**config.mk**
```make
export PLATFORM = sky130hd
export DESIGN_NAME = cat_counter_array
export DESIGN_NICKNAME = d
export VERILOG_FILES = /design/src/rtl/cat_pkg.sv /design/src/rtl/cat_counter_array.sv
export VERILOG_INCLUDE_DIRS = /design/src /design/src/rtl
export SDC_FILE = /design/constraint.sdc
export NUM_CORES = 1
export LEC_CHECK = 0
export ABC_CLOCK_PERIOD_IN_PS = 4300
export BUFFER_PORTS_ARGS = -buffer_cell sky130_fd_sc_hd__buf_2
export CAP_MARGIN = 20
export CORE_MARGIN = 2
export CORE_UTILIZATION = 45
export DETAILED_ROUTE_END_ITERATION = 12
export GPL_TIMING_DRIVEN = 1
export PLACE_DENSITY_LB_ADDON = 0.12
export SLEW_MARGIN = 20
export SYNTH_ARGS = -nofsm -noshare
export SYNTH_HDL_FRONTEND = slang
export SYNTH_SLANG_ARGS = --single-unit
```
**constraint.sdc**
```tcl
create_clock -name sys_clk -period 4.3 [get_ports sys_clk]
set_input_delay 0 -clock sys_clk [delete_from_list [all_inputs] [get_ports sys_clk]]
set_output_delay 0 -clock sys_clk [all_outputs]
set_load 0.01 [all_outputs]
```
**src/rtl/cat_params.svh**
```systemverilog
// constants of the counter array core: register map, field positions,
// reset values and timing figures; assumes a 20 MHz system clock.
`ifndef CAT_PARAMS_SVH
`define CAT_PARAMS_SVH

// byte offsets on the register bus
`define CAT_OFF_MODE 8'h00
`define CAT_OFF_CNTLO 8'h04
`define CAT_OFF_CNTHI 8'h08
`define CAT_OFF_FLAGS 8'h0c
`define CAT_OFF_MASK 8'h10
`define CAT_OFF_CH0 8'h14
`define CAT_CH_STRIDE 8'h04

// mode register fields
`define CAT_MODE_TB_LO 0
`define CAT_MODE_IDLE 3
`define CAT_MODE_CLEN_LO 4
`define CAT_MODE_WD 6
`define CAT_MODE_RESET 7'h40

// flag / mask layout
`define CAT_F_OVF 0
`define CAT_F_PART 1
`define CAT_F_CH0 2

// channel config bits above the 16-bit compare value
`define CAT_CH_MATCH 16
`define CAT_CH_TOGGLE 17
`define CAT_CH_IOEN 18

// timebase codes
`define CAT_TB_DIV12 3'h0
`define CAT_TB_DIV4 3'h1
`define CAT_TB_T0 3'h2
`define CAT_TB_EXTCNT 3'h3
`define CAT_TB_SYS 3'h4
`define CAT_TB_EXTOSC 3'h5
`define CAT_TB_RTC 3'h6

`define CAT_DIV12_LAST 4'hb
`define CAT_DIV4_LAST 2'h3
`define CAT_CNT_ALL1 16'hffff
`define CAT_PART_BASE 8
// low-bits mask of the longest intermediate period, eleven bits
`define CAT_PART_MASK 12'h7ff

`endif

```
**src/rtl/cat_pkg.sv**
```systemverilog
// types shared by the counter array core.
// assumes cat_params.svh for the numeric constants.
package cat_pkg;

  typedef logic [2:0] cat_tb_t;

  typedef struct packed {
    logic [15:0] cnt;
    logic [7:0] snap;
    logic [6:0] mode;
    logic [4:0] flags;
    logic [4:0] mask;
    logic [2:0][15:0] cmp;
    logic [2:0][2:0] chCfg;
    logic [2:0] ioLvl;
    logic [3:0] div12;
    logic [1:0] div4;
    logic extCntPrev;
    logic eo1;
    logic eo2;
    logic eo3;
    logic rt1;
    logic rt2;
    logic rt3;
    logic [31:0] prdata;
    logic pready;
    logic pslverr;
    logic irq;
    logic wdExpire;
  } cat_state_t;

endpackage

```
**src/rtl/cat_counter_array.sv**
```systemverilog
// counter array core: 16-bit counter, timebase select, overflow flags,
// three compare channels and one maskable interrupt, on an APB slave.
// assumes all inputs synchronous to sys_clk except the two oscillator/8
// levels, which are synchronised here.
//
// Implementation choices: the APB register port and the register addresses.
`include "cat_params.svh"

module cat_counter_array
  import cat_pkg::*;
#(
  parameter int ADDR_W = 8
)(
  input wire logic sys_clk,
  input wire logic rst,
  input wire logic psel,
  input wire logic penable,
  input wire logic pwrite,
  input wire logic [ADDR_W-1:0] paddr,
  input wire logic [31:0] pwdata,
  output logic [31:0] prdata,
  output logic pready,
  output logic pslverr,
  input wire logic idleMode,
  input wire logic timer0Overflow,
  input wire logic externalCountInput,
  input wire logic extOscDiv8,
  input wire logic rtcOscDiv8,
  output logic arrayIrq,
  output logic [2:0] channelIoOut,
  output logic [2:0] channelIoOe,
  output logic watchdogExpire
);

  cat_state_t st;
  cat_state_t nx;

  function automatic logic partialWrap(input logic [15:0] c,
                                       input logic [1:0] len);
    logic [11:0] m;
    // shorter periods shift the eleven-bit mask down
    m = `CAT_PART_MASK >> (2'h3 - len);
    return (c[11:0] & m) == m;
  endfunction

  function automatic logic hitAddr(input logic [ADDR_W-1:0] a,
                                   input logic [7:0] off);
    return a == ADDR_W'(off);
  endfunction

  // helper terms
  logic setup;
  logic done;
  logic wrDone;
  logic tick;
  logic wdMode;
  logic [2:0] tbSel;
  logic [15:0] cntInc;
  logic [4:0] setFlags;
  logic [4:0] clrFlags;
  logic [2:0] chMatch;
  logic mapped;
  logic [31:0] rdVal;

  assign setup = psel && !penable;
  assign done = psel && penable && st.pready;
  assign wrDone = done && pwrite;
  assign wdMode = st.mode[`CAT_MODE_WD];
  assign tbSel = st.mode[`CAT_MODE_TB_LO +: 3];
  assign cntInc = st.cnt + 16'h0001;

  // count pulse selection and idle gating
  always_comb
  begin
    logic pulse;
    pulse = 1'b0;
    unique case (tbSel)
      `CAT_TB_DIV12: pulse = st.div12 == `CAT_DIV12_LAST;
      `CAT_TB_DIV4: pulse = st.div4 == `CAT_DIV4_LAST;
      `CAT_TB_T0: pulse = timer0Overflow;
      `CAT_TB_EXTCNT: pulse = st.extCntPrev && !externalCountInput;
      `CAT_TB_SYS: pulse = 1'b1;
      `CAT_TB_EXTOSC: pulse = st.eo2 && !st.eo3;
      `CAT_TB_RTC: pulse = st.rt2 && !st.rt3;
      default: pulse = 1'b0;
    endcase
    // idle stops counting only when suspend is requested
    tick = pulse && !(st.mode[`CAT_MODE_IDLE] && idleMode);
  end

  // channel matches against the value the counter moves to
  always_comb
  begin
    for (int i = 0; i < 3; i++)
    begin
      chMatch[i] = tick && (cntInc == st.cmp[i]) &&
                   (st.chCfg[i][`CAT_CH_MATCH - 16] ||
                    (i == 2 && wdMode));
    end
  end

  // read mux, evaluated in the setup cycle
  always_comb
  begin
    rdVal = 32'h0000_0000;
    mapped = 1'b1;
    if (hitAddr(paddr, `CAT_OFF_MODE))
      rdVal = {25'h0, st.mode};
    else if (hitAddr(paddr, `CAT_OFF_CNTLO))
      rdVal = {24'h0, st.cnt[7:0]};
    else if (hitAddr(paddr, `CAT_OFF_CNTHI))
      rdVal = {24'h0, st.snap};
    else if (hitAddr(paddr, `CAT_OFF_FLAGS))
      rdVal = {27'h0, st.flags};
    else if (hitAddr(paddr, `CAT_OFF_MASK))
      rdVal = {27'h0, st.mask};
    else
    begin
      mapped = 1'b0;
      for (int i = 0; i < 3; i++)
      begin
        if (hitAddr(paddr, 8'(`CAT_OFF_CH0 + i * `CAT_CH_STRIDE)))
        begin
          mapped = 1'b1;
          rdVal = {13'h0, st.chCfg[i], st.cmp[i]};
        end
      end
    end
  end

  // next state
  always_comb
  begin
    nx = st;

    // synchronisers and edge history
    nx.eo1 = extOscDiv8;
    nx.eo2 = st.eo1;
    nx.eo3 = st.eo2;
    nx.rt1 = rtcOscDiv8;
    nx.rt2 = st.rt1;
    nx.rt3 = st.rt2;
    nx.extCntPrev = externalCountInput;

    // free-running prescalers
    nx.div12 = (st.div12 == `CAT_DIV12_LAST) ? 4'h0 : st.div12 + 4'h1;
    nx.div4 = st.div4 + 2'h1;

    // counter
    if (tick)
      nx.cnt = cntInc;

    // bus answer: one wait-free access phase, data from the setup cycle
    nx.pready = setup;
    if (setup)
    begin
      nx.prdata = pwrite ? 32'h0000_0000 : rdVal;
      nx.pslverr = !mapped;
      // latch with the same sample as the low byte, so they pair up
      if (!pwrite && hitAddr(paddr, `CAT_OFF_CNTLO))
        nx.snap = st.cnt[15:8];
    end

    // event flags: hardware set wins over a software clear
    setFlags = 5'h00;
    setFlags[`CAT_F_OVF] = tick && st.cnt == `CAT_CNT_ALL1;
    setFlags[`CAT_F_PART] =
      tick && partialWrap(st.cnt, st.mode[`CAT_MODE_CLEN_LO +: 2]);
    setFlags[`CAT_F_CH0 +: 3] = chMatch;
    clrFlags = 5'h00;
    if (wrDone && hitAddr(paddr, `CAT_OFF_FLAGS))
      clrFlags = pwdata[4:0];
    // only a software write clears; no acknowledge path exists
    nx.flags = (st.flags & ~clrFlags) | setFlags;

    // channel outputs toggle on match when enabled
    for (int i = 0; i < 3; i++)
    begin
      if (chMatch[i] && st.chCfg[i][`CAT_CH_TOGGLE - 16])
        nx.ioLvl[i] = !st.ioLvl[i];
    end

    nx.wdExpire = chMatch[2] && wdMode;

    // register writes, taken at the completing edge
    if (wrDone)
    begin
      if (hitAddr(paddr, `CAT_OFF_MODE))
      begin
        // watchdog on: only the watchdog bit itself may change
        if (!wdMode)
          nx.mode = pwdata[6:0];
        else
          nx.mode[`CAT_MODE_WD] = pwdata[`CAT_MODE_WD];
      end
      if (hitAddr(paddr, `CAT_OFF_CNTLO))
        nx.cnt[7:0] = pwdata[7:0];
      if (hitAddr(paddr, `CAT_OFF_CNTHI))
        nx.cnt[15:8] = pwdata[7:0];
      if (hitAddr(paddr, `CAT_OFF_MASK))
        nx.mask = pwdata[4:0];
      for (int i = 0; i < 3; i++)
      begin
        if (hitAddr(paddr, 8'(`CAT_OFF_CH0 + i * `CAT_CH_STRIDE)) &&
            !(i == 2 && wdMode))
        begin
          nx.cmp[i] = pwdata[15:0];
          nx.chCfg[i] = pwdata[18:16];
        end
      end
    end

    // one request from all enabled flags
    nx.irq = |(nx.flags & nx.mask);
  end

  always_ff @(posedge sys_clk or posedge rst)
  begin
    if (rst)
    begin
      st <= '0;
      st.mode <= `CAT_MODE_RESET;
    end
    else
    begin
      st <= nx;
    end
  end

  assign prdata = st.prdata;
  assign pready = st.pready;
  assign pslverr = st.pslverr;
  assign arrayIrq = st.irq;
  assign channelIoOut = st.ioLvl;
  assign channelIoOe = {st.chCfg[2][`CAT_CH_IOEN - 16],
                        st.chCfg[1][`CAT_CH_IOEN - 16],
                        st.chCfg[0][`CAT_CH_IOEN - 16]};
  assign watchdogExpire = st.wdExpire;

  logic cntWrite;
  assign cntWrite = wrDone && (hitAddr(paddr, `CAT_OFF_CNTLO) ||
                               hitAddr(paddr, `CAT_OFF_CNTHI));

  // plain flag too, so boolean terms can use it where a sequence cannot
  logic rdLowNow;
  assign rdLowNow = setup && !pwrite && hitAddr(paddr, `CAT_OFF_CNTLO);

  // each source must step the counter one edge after its pulse
  logic idleHold;
  assign idleHold = st.mode[`CAT_MODE_IDLE] && idleMode;
endmodule // cat_counter_array

```
==> run metrics, run 1 <==
status finished clean; Die Ht between 100 and 150 um; final setup vio count 0; Final Skew around 10 ps; reg-to-reg setup timing slack 1030 ps; post-synth top area share 0.421; Critical Path Sink Type register; top cells by count, synth 136 x dfrtp_1, 86 x mux2_2, 70 x nand2_1, 52 x o21ai_0, 43 x buf_4; total CTS buffers 17; largest net degree at the start of global routing approximately 100; final wirelength between 20000 and 25000 um; Initial DRC Count 557; post-route ant nets 0; critical path startpoint category register; CTS tree yes; Setup TNS Final 0 ps; antenna violations before repair 0; Die Area ~19000 um2; final instance area 9160 um2; CTS Root Cell clkbuf_16; #FFs+latches synth 137; antenna cell count 0; ys async rst share 1.00; Port Buf Inserts 65; Placed Area 8310 um2; Die W 138 um; drt first pass iters 5; DRC viols 0; vias per cell ~6; synth warn 0; Syn Area/Cell roughly 10 um2; crit path kind register to register; # IOs 92; fin crit share 0.761; synth unique cells slightly below 80; Critical Path RT 4610 ps; core area 17800 um2; GP Congestion between 0.9 and 1; P per Cell Area approximately 350 nW/um2; crit path DAT between 3000 and 4000 ps; max-slew violations 0; GRT overflow 0; worst setup margin slightly above 1000 ps; cells after synthesis between 700 and 800; Tot GR Track Use 0.252; DR WL/cell ~22 um; Yosys top cell by area dfrtp_1; DP HPWL between 15000 and 20000 um; Nets between 800 and 900; number of synthesized flops with an enable pin 0; share of the core filled with cells 0.515; critical-path maximum fanout 10; largest cells by area after synthesis dfrtp_1 42%, mux2_2 12%, xnor2_1 4.6%; # rows 49; count leader, synth dfrtp_1; type of the worst min-delay path input port to register; max_slew headroom 0.322; clock tree buffer depth 2; clk slew on worst S/H paths 60 ps; area growth from synthesis to layout 13.4%; worst vdd ir 0.259 mV; share of layout cells above drive strength 1 0.274; initial core utilization 0.455; ys flop type dfrtp_1; Clock Latency Late Sink ~430 ps; fin crit period 3270 ps; total setup buffers inserted after CTS 0; post-synthesis instance area between 8000 and 9000 um2; post-place setup slack 1120 ps; Max Cap Viol 0; Vias slightly above 6k; Worst-Margin Slew slightly above 1000 ps; Fmax 0.306 GHz; H-tree levels 4; leakage approximately 4 nW; first-pass GRT wire length 37300 um; RSZ-0062 raised after global routing no; Hold Fails Final Rpt 0; number of global-route vias before repair approximately 6.4k; CTS Sinks 137; sequential area share after synthesis 0.424
==> worst max-delay path: stages (launching register included) <==
cell	delay, ps
dfrtp_1	560
ha_1	430
nand3_2	280
nor2_1	670
xnor3_1	230
o2111ai_1	220
nor4_4	470
nand3_1	160
xnor2_1	140
==> where the power goes <==
part | total, W | switching, W | leakage [nW] | internal [W]
clock network | 0.00148 | 0.000595 | 0.278 | 0.000888
registers | 0.00137 | 0.0000571 | 1.85 | 0.00131
logic | 0.000312 | 0.000179 | 1.95 | 0.000133
total | 0.00316 | 0.000831 | 4.08 | 0.00233
==> timing repair <==
action | CTS | global route
hold buffers | 26 | 0
resized for setup | 0 | 0
endpoints found under the hold margin | 185 | 0
==> metal layers <==
metal	routed length [um]	GRT usage	up-vias
li1	-	-	2820
met1	10500	0.352	3096
met2	10800	0.394	244
met3	1530	0.0509	35
met4	571	0.0865	0
met5	0	0	-
==> layout make-up <==
cell class | count | area [um2]
inverters | 11 | 46.3
flip-flops and latches | 137 | 3430
fillers | 1626 | 8620
clock buffers | 19 | 453
multi-input cells | 550 | 4150
repair buffers | 101 | 661
well taps | 229 | 287
clock inverters | 13 | 143
==> stage by stage <==
step	power (W)	instances	hold slack (ps)
after floorplan	0.00160	784	31.4
after global placement	0.00168	1002	110
after detailed placement	0.00168	1002	111
after CTS	0.00319	1060	60.2
after global routing	0.00327	1060	102
final	0.00316	1060	69.8
==> state kept, by name, summed over array words and instances, names as in the netlist <==
register,cells
pslverr,1
prdata,19
st,104
pready,1
arrayIrq,1
channelIoOe,3
channelIoOut,3
nx,4
watchdogExpire,1
==> placed cells by master (no fill, tap or decap), types with 17 or more instances in the layout <==
master and count:
a21oi_1 24, buf_2 65, clkbuf_16 17, dfrtp_1 136, dlygate4sd3_1 26, mux2_2 86, nand2_1 70, nand3_1 20
nor2_1 32, o21ai_0 52, xnor2_1 42, xor2_1 18
==> final timing paths <==
check	from	depth (start not counted)	endpoint
setup / recovery	st[134]	8	channelIoOut[2]
hold / removal	psel	4	pready
setup reg to reg	st[134]	8	channelIoOut[2]
hold reg to reg	nx[40]	0	nx[39]
max in group asynchronous	rst	4	prdata[9]
min in group asynchronous	rst	3	prdata[4]
==> cells by family after synthesis <==
logic type | count (synthesis) | share of synthesized area
AOI/OAI and AO/OA | 149 | 0.122
xor gates and xnor gates | 66 | 0.0811
adders and majority gates | 3 | 0.00465
buffers and inverters | 97 | 0.0701
DFF | 137 | 0.424
muxes | 104 | 0.151
other | 1 | 0.000464
and+or+nand+nor | 215 | 0.147
(Power assumes the default switching activity.)
==> run 2: changes to the inputs <==
- ABC_AREA: default -> 1
- ABC_CLOCK_PERIOD_IN_PS: 4300 -> 2680
- clock period: 4.3 -> 2.68 ns (I/O delays scaled with it)
==> run 2 against run 1 <==
Clock skew down 4.6 ps. Non-clock buffer count up 9. Critical path depth up 7. Fmax up 31%. Highest routed layer unchanged. Final cell count up 24%. Clock power up 97%. Largest power group unchanged. Utilization up 2.6 points. Largest cell class is now flip-flops and latches.
==> run metrics, run 2 <==
number of synthesized flops with an enable pin 0 (unchanged); CP cell instances ha_1, inv_1, a21oi_1, nand3_1, nor2_1, nand2_1, nor2_1, nand4_1, nor2_1, nand2_1, nand2_1, nand2_1, nand2_1, inv_1, nand2_1; vias per cell 5.33 (-8.8%); RSZ-0062 raised after global routing no; Comb power frac 0.138 (+0.039); ys async rst share 1.00 (unchanged); Worst-Margin Slew 673 ps (-334 ps); slowest cell on the critical path dfrtp_1; total setup buffers inserted after CTS 0 (unchanged); initial core utilization 0.458 (+0.00298); CTS Root Cell clkbuf_16; total CTS buffers 17 (unchanged); internal cell power 0.00439 W (+88%); # rows 47 (-4.1%); Clock Latency Late Sink 430 ps (about the same); cells after synthesis 1003 (+30%); first-pass GRT wire length 35000 um (-6.2%); DRC viols 0 (unchanged); clock tree buffer depth 2 (unchanged); #FFs+latches synth 137 (unchanged); Setup TNS Final 0 ps (unchanged); Critical Path Sink Type register; worst r2r path cells 15 (+7); type of the worst min-delay path input port to register; antenna violations before repair 0 (unchanged); critical path startpoint category register; hold buffers post-CTS 22 (-15%); drt first pass iters 5 (unchanged); synth unique cells 42 (-46%); CTS Sinks 137 (unchanged); CTS tree yes; worst setup path endpoint arrayIrq; commonest non-fill, non-tap cell in the layout nand2_1; post-route ant nets 0 (unchanged); sequential share of power 0.378 (-0.055); FF-to-FF Start st[135]; core area 16500 um2 (-7.4%); area growth from synthesis to layout 18.4%; # IOs 92 (unchanged); synth warn 0 (unchanged); sequential area share after synthesis 0.455 (+0.0309); Worst setup startpoint st[135]; Sw Ratio 0.273 (+0.0102); Port Buf Inserts 65 (unchanged); Vias 6991 (+13%); largest net degree at the start of global routing 52 (-49%); final setup vio count 0 (unchanged); Critical Path RT 3050 ps (-1560 ps); Syn Area/Cell 7.51 um2 (-28%); Largest Register st; GP Congestion 0.942 (+0.30%); max_slew headroom 0.551 (+0.229); Final Skew 5.51 ps (-4.59 ps); fin crit share 0.931 (+0.170); Tot GR Track Use 0.257 (+0.00493); most frequent cells in the layout 283 x nand2_1, 136 x dfrtp_1, 112 x o21ai_0; max-slew violations 0 (unchanged); largest cells by area after synthesis dfrtp_1 45%, nand2_1 14%, o21ai_0 7.4%; crit path DAT 2860 ps (-730 ps); P per Cell Area 677 nW/um2 (+96%); Die W 133 um (-3.4%); final wirelength 22100 um (-6.0%); Initial DRC Count 711 (+28%); clock share of power 0.484 (+0.016); footprint of the multi-input gates 3360 um2 (-19%); Max Cap Viol 0 (unchanged); antenna cell count 0 (unchanged); CTS resizes 0 (unchanged); Die Area 17800 um2 (-6.6%); DR WL/cell 16.8 um (-24%); Fmax 0.401 GHz (+31%); top cells by count, synth 283 x nand2_1, 136 x dfrtp_1, 112 x o21ai_0, 101 x inv_1, 85 x nor2_1; worst vdd ir 0.465 mV (+79%); Reg area 3430 um2 (unchanged); ys flop type dfrtp_1; Cells on Worst Hold Path 3 (-1); Psw 0.00165 W (+98%); Largest register FFs 104 (unchanged); Die Ht 133 um (-3.4%); leakage 4.36 nW (+6.8%); r2r endpoint arrayIrq; share of layout cells above drive strength 1 0.136 (-0.138); hold_ws 10.4 ps (-59.4 ps); critical-path maximum fanout 5 (-5); fill count 1604 (-1.4%); post-synth top area share 0.452 (+0.0306); crit path kind register to register; number of global-route vias before repair 6386 (-0.11%); H-tree levels 4 (unchanged); clk slew on worst S/H paths 60 ps (about the same); post-synthesis instance area 7530 um2 (-6.8%); fin crit period 2490 ps (-778 ps); Nets 1132 (+30%); status finished clean; count leader, synth nand2_1; Yosys top cell by area dfrtp_1; GRT overflow 0 (unchanged); DP HPWL 15700 um (-5.9%); reg-to-reg setup timing slack 190 ps (-840 ps); Hold Fails Final Rpt 0 (unchanged); CP peak stage delay 460 ps (-210 ps); Most common cell on crit path nand2_1
run 2: changes by cell type after synthesis, moves of 40 or more:
cell,previous run,this run
inv_1,11,101
mux2_2,86,0
nand2_1,70,283
nor2_1,32,85
o21ai_0,52,112
xnor2_1,42,2
run 2: area by class of cell:
cell class,instances,area share
sequential,137,0.385
clock inverter,14,0.0326
clock buffer,18,0.0493
inverter,107,0.0455
timing repair buffer,110,0.0806
tap,220,0.0309
multi-input combinational,706,0.377
run 2: how the worst min path moves through the flow:
stage	from	endpoint	slack (ps)
finish	pwdata[1]	st[120]	10
global route	pwdata[1]	st[143]	40
CTS	pwdata[1]	st[94]	10
detailed placement	rst	st[80]	-90
global placement	rst	st[64]	-90
floorplan	rtcOscDiv8	nx[37]	30
run 2: logic make-up after synthesis:
family                   count (synthesis)  share of synthesized area
other                                    1                   0.000498
AO/OA/AOI/OAI                          199                      0.150
buffers and inverters                  172                      0.105
adder cells (fa/ha/maj)                  3                    0.00498
flip-flops                             137                      0.455
AND/OR/NAND/NOR                        485                      0.278
XOR/XNOR                                 6                    0.00698
run 2: stage by stage:
stage               power (W)  cells  setup slack, ps  utilization  area (um2)
detailed placement    0.00310   1257              349        0.483        7960
finish                0.00603   1312              185        0.541        8920
global route          0.00628   1312             6.63        0.541        8920
CTS                   0.00605   1311              297        0.541        8910
global placement      0.00309   1257              360        0.483        7960
floorplan             0.00288   1015              802            -        7580
run 2: layer usage:
layer / part of all wire / global-route usage / wire length [um]
met5: 0 / 0 / 0
met4: 0.031 / 0.108 / 694
met3: 0.073 / 0.0575 / 1600
met2: 0.44 / 0.383 / 9630
met1: 0.46 / 0.363 / 10100
run 2: critical path: cells and delay by family (launching register included):
kind / cells / cell delay (ps)
buffers and inverters: 2 / 150
DFF: 1 / 460
adders and majority gates: 1 / 380
and+or+nand+nor: 11 / 1300
AOI/OAI and AO/OA: 1 / 160
run 2: power by group through the flow:
stage	clock network, W	logic [W]	registers, W
after floorplan	0	0.000618	0.00226
after global placement	0	0.000787	0.00230
after detailed placement	0	0.000791	0.00230
after CTS	0.00295	0.000824	0.00227
after global routing	0.00305	0.000940	0.00228
final	0.00292	0.000834	0.00228
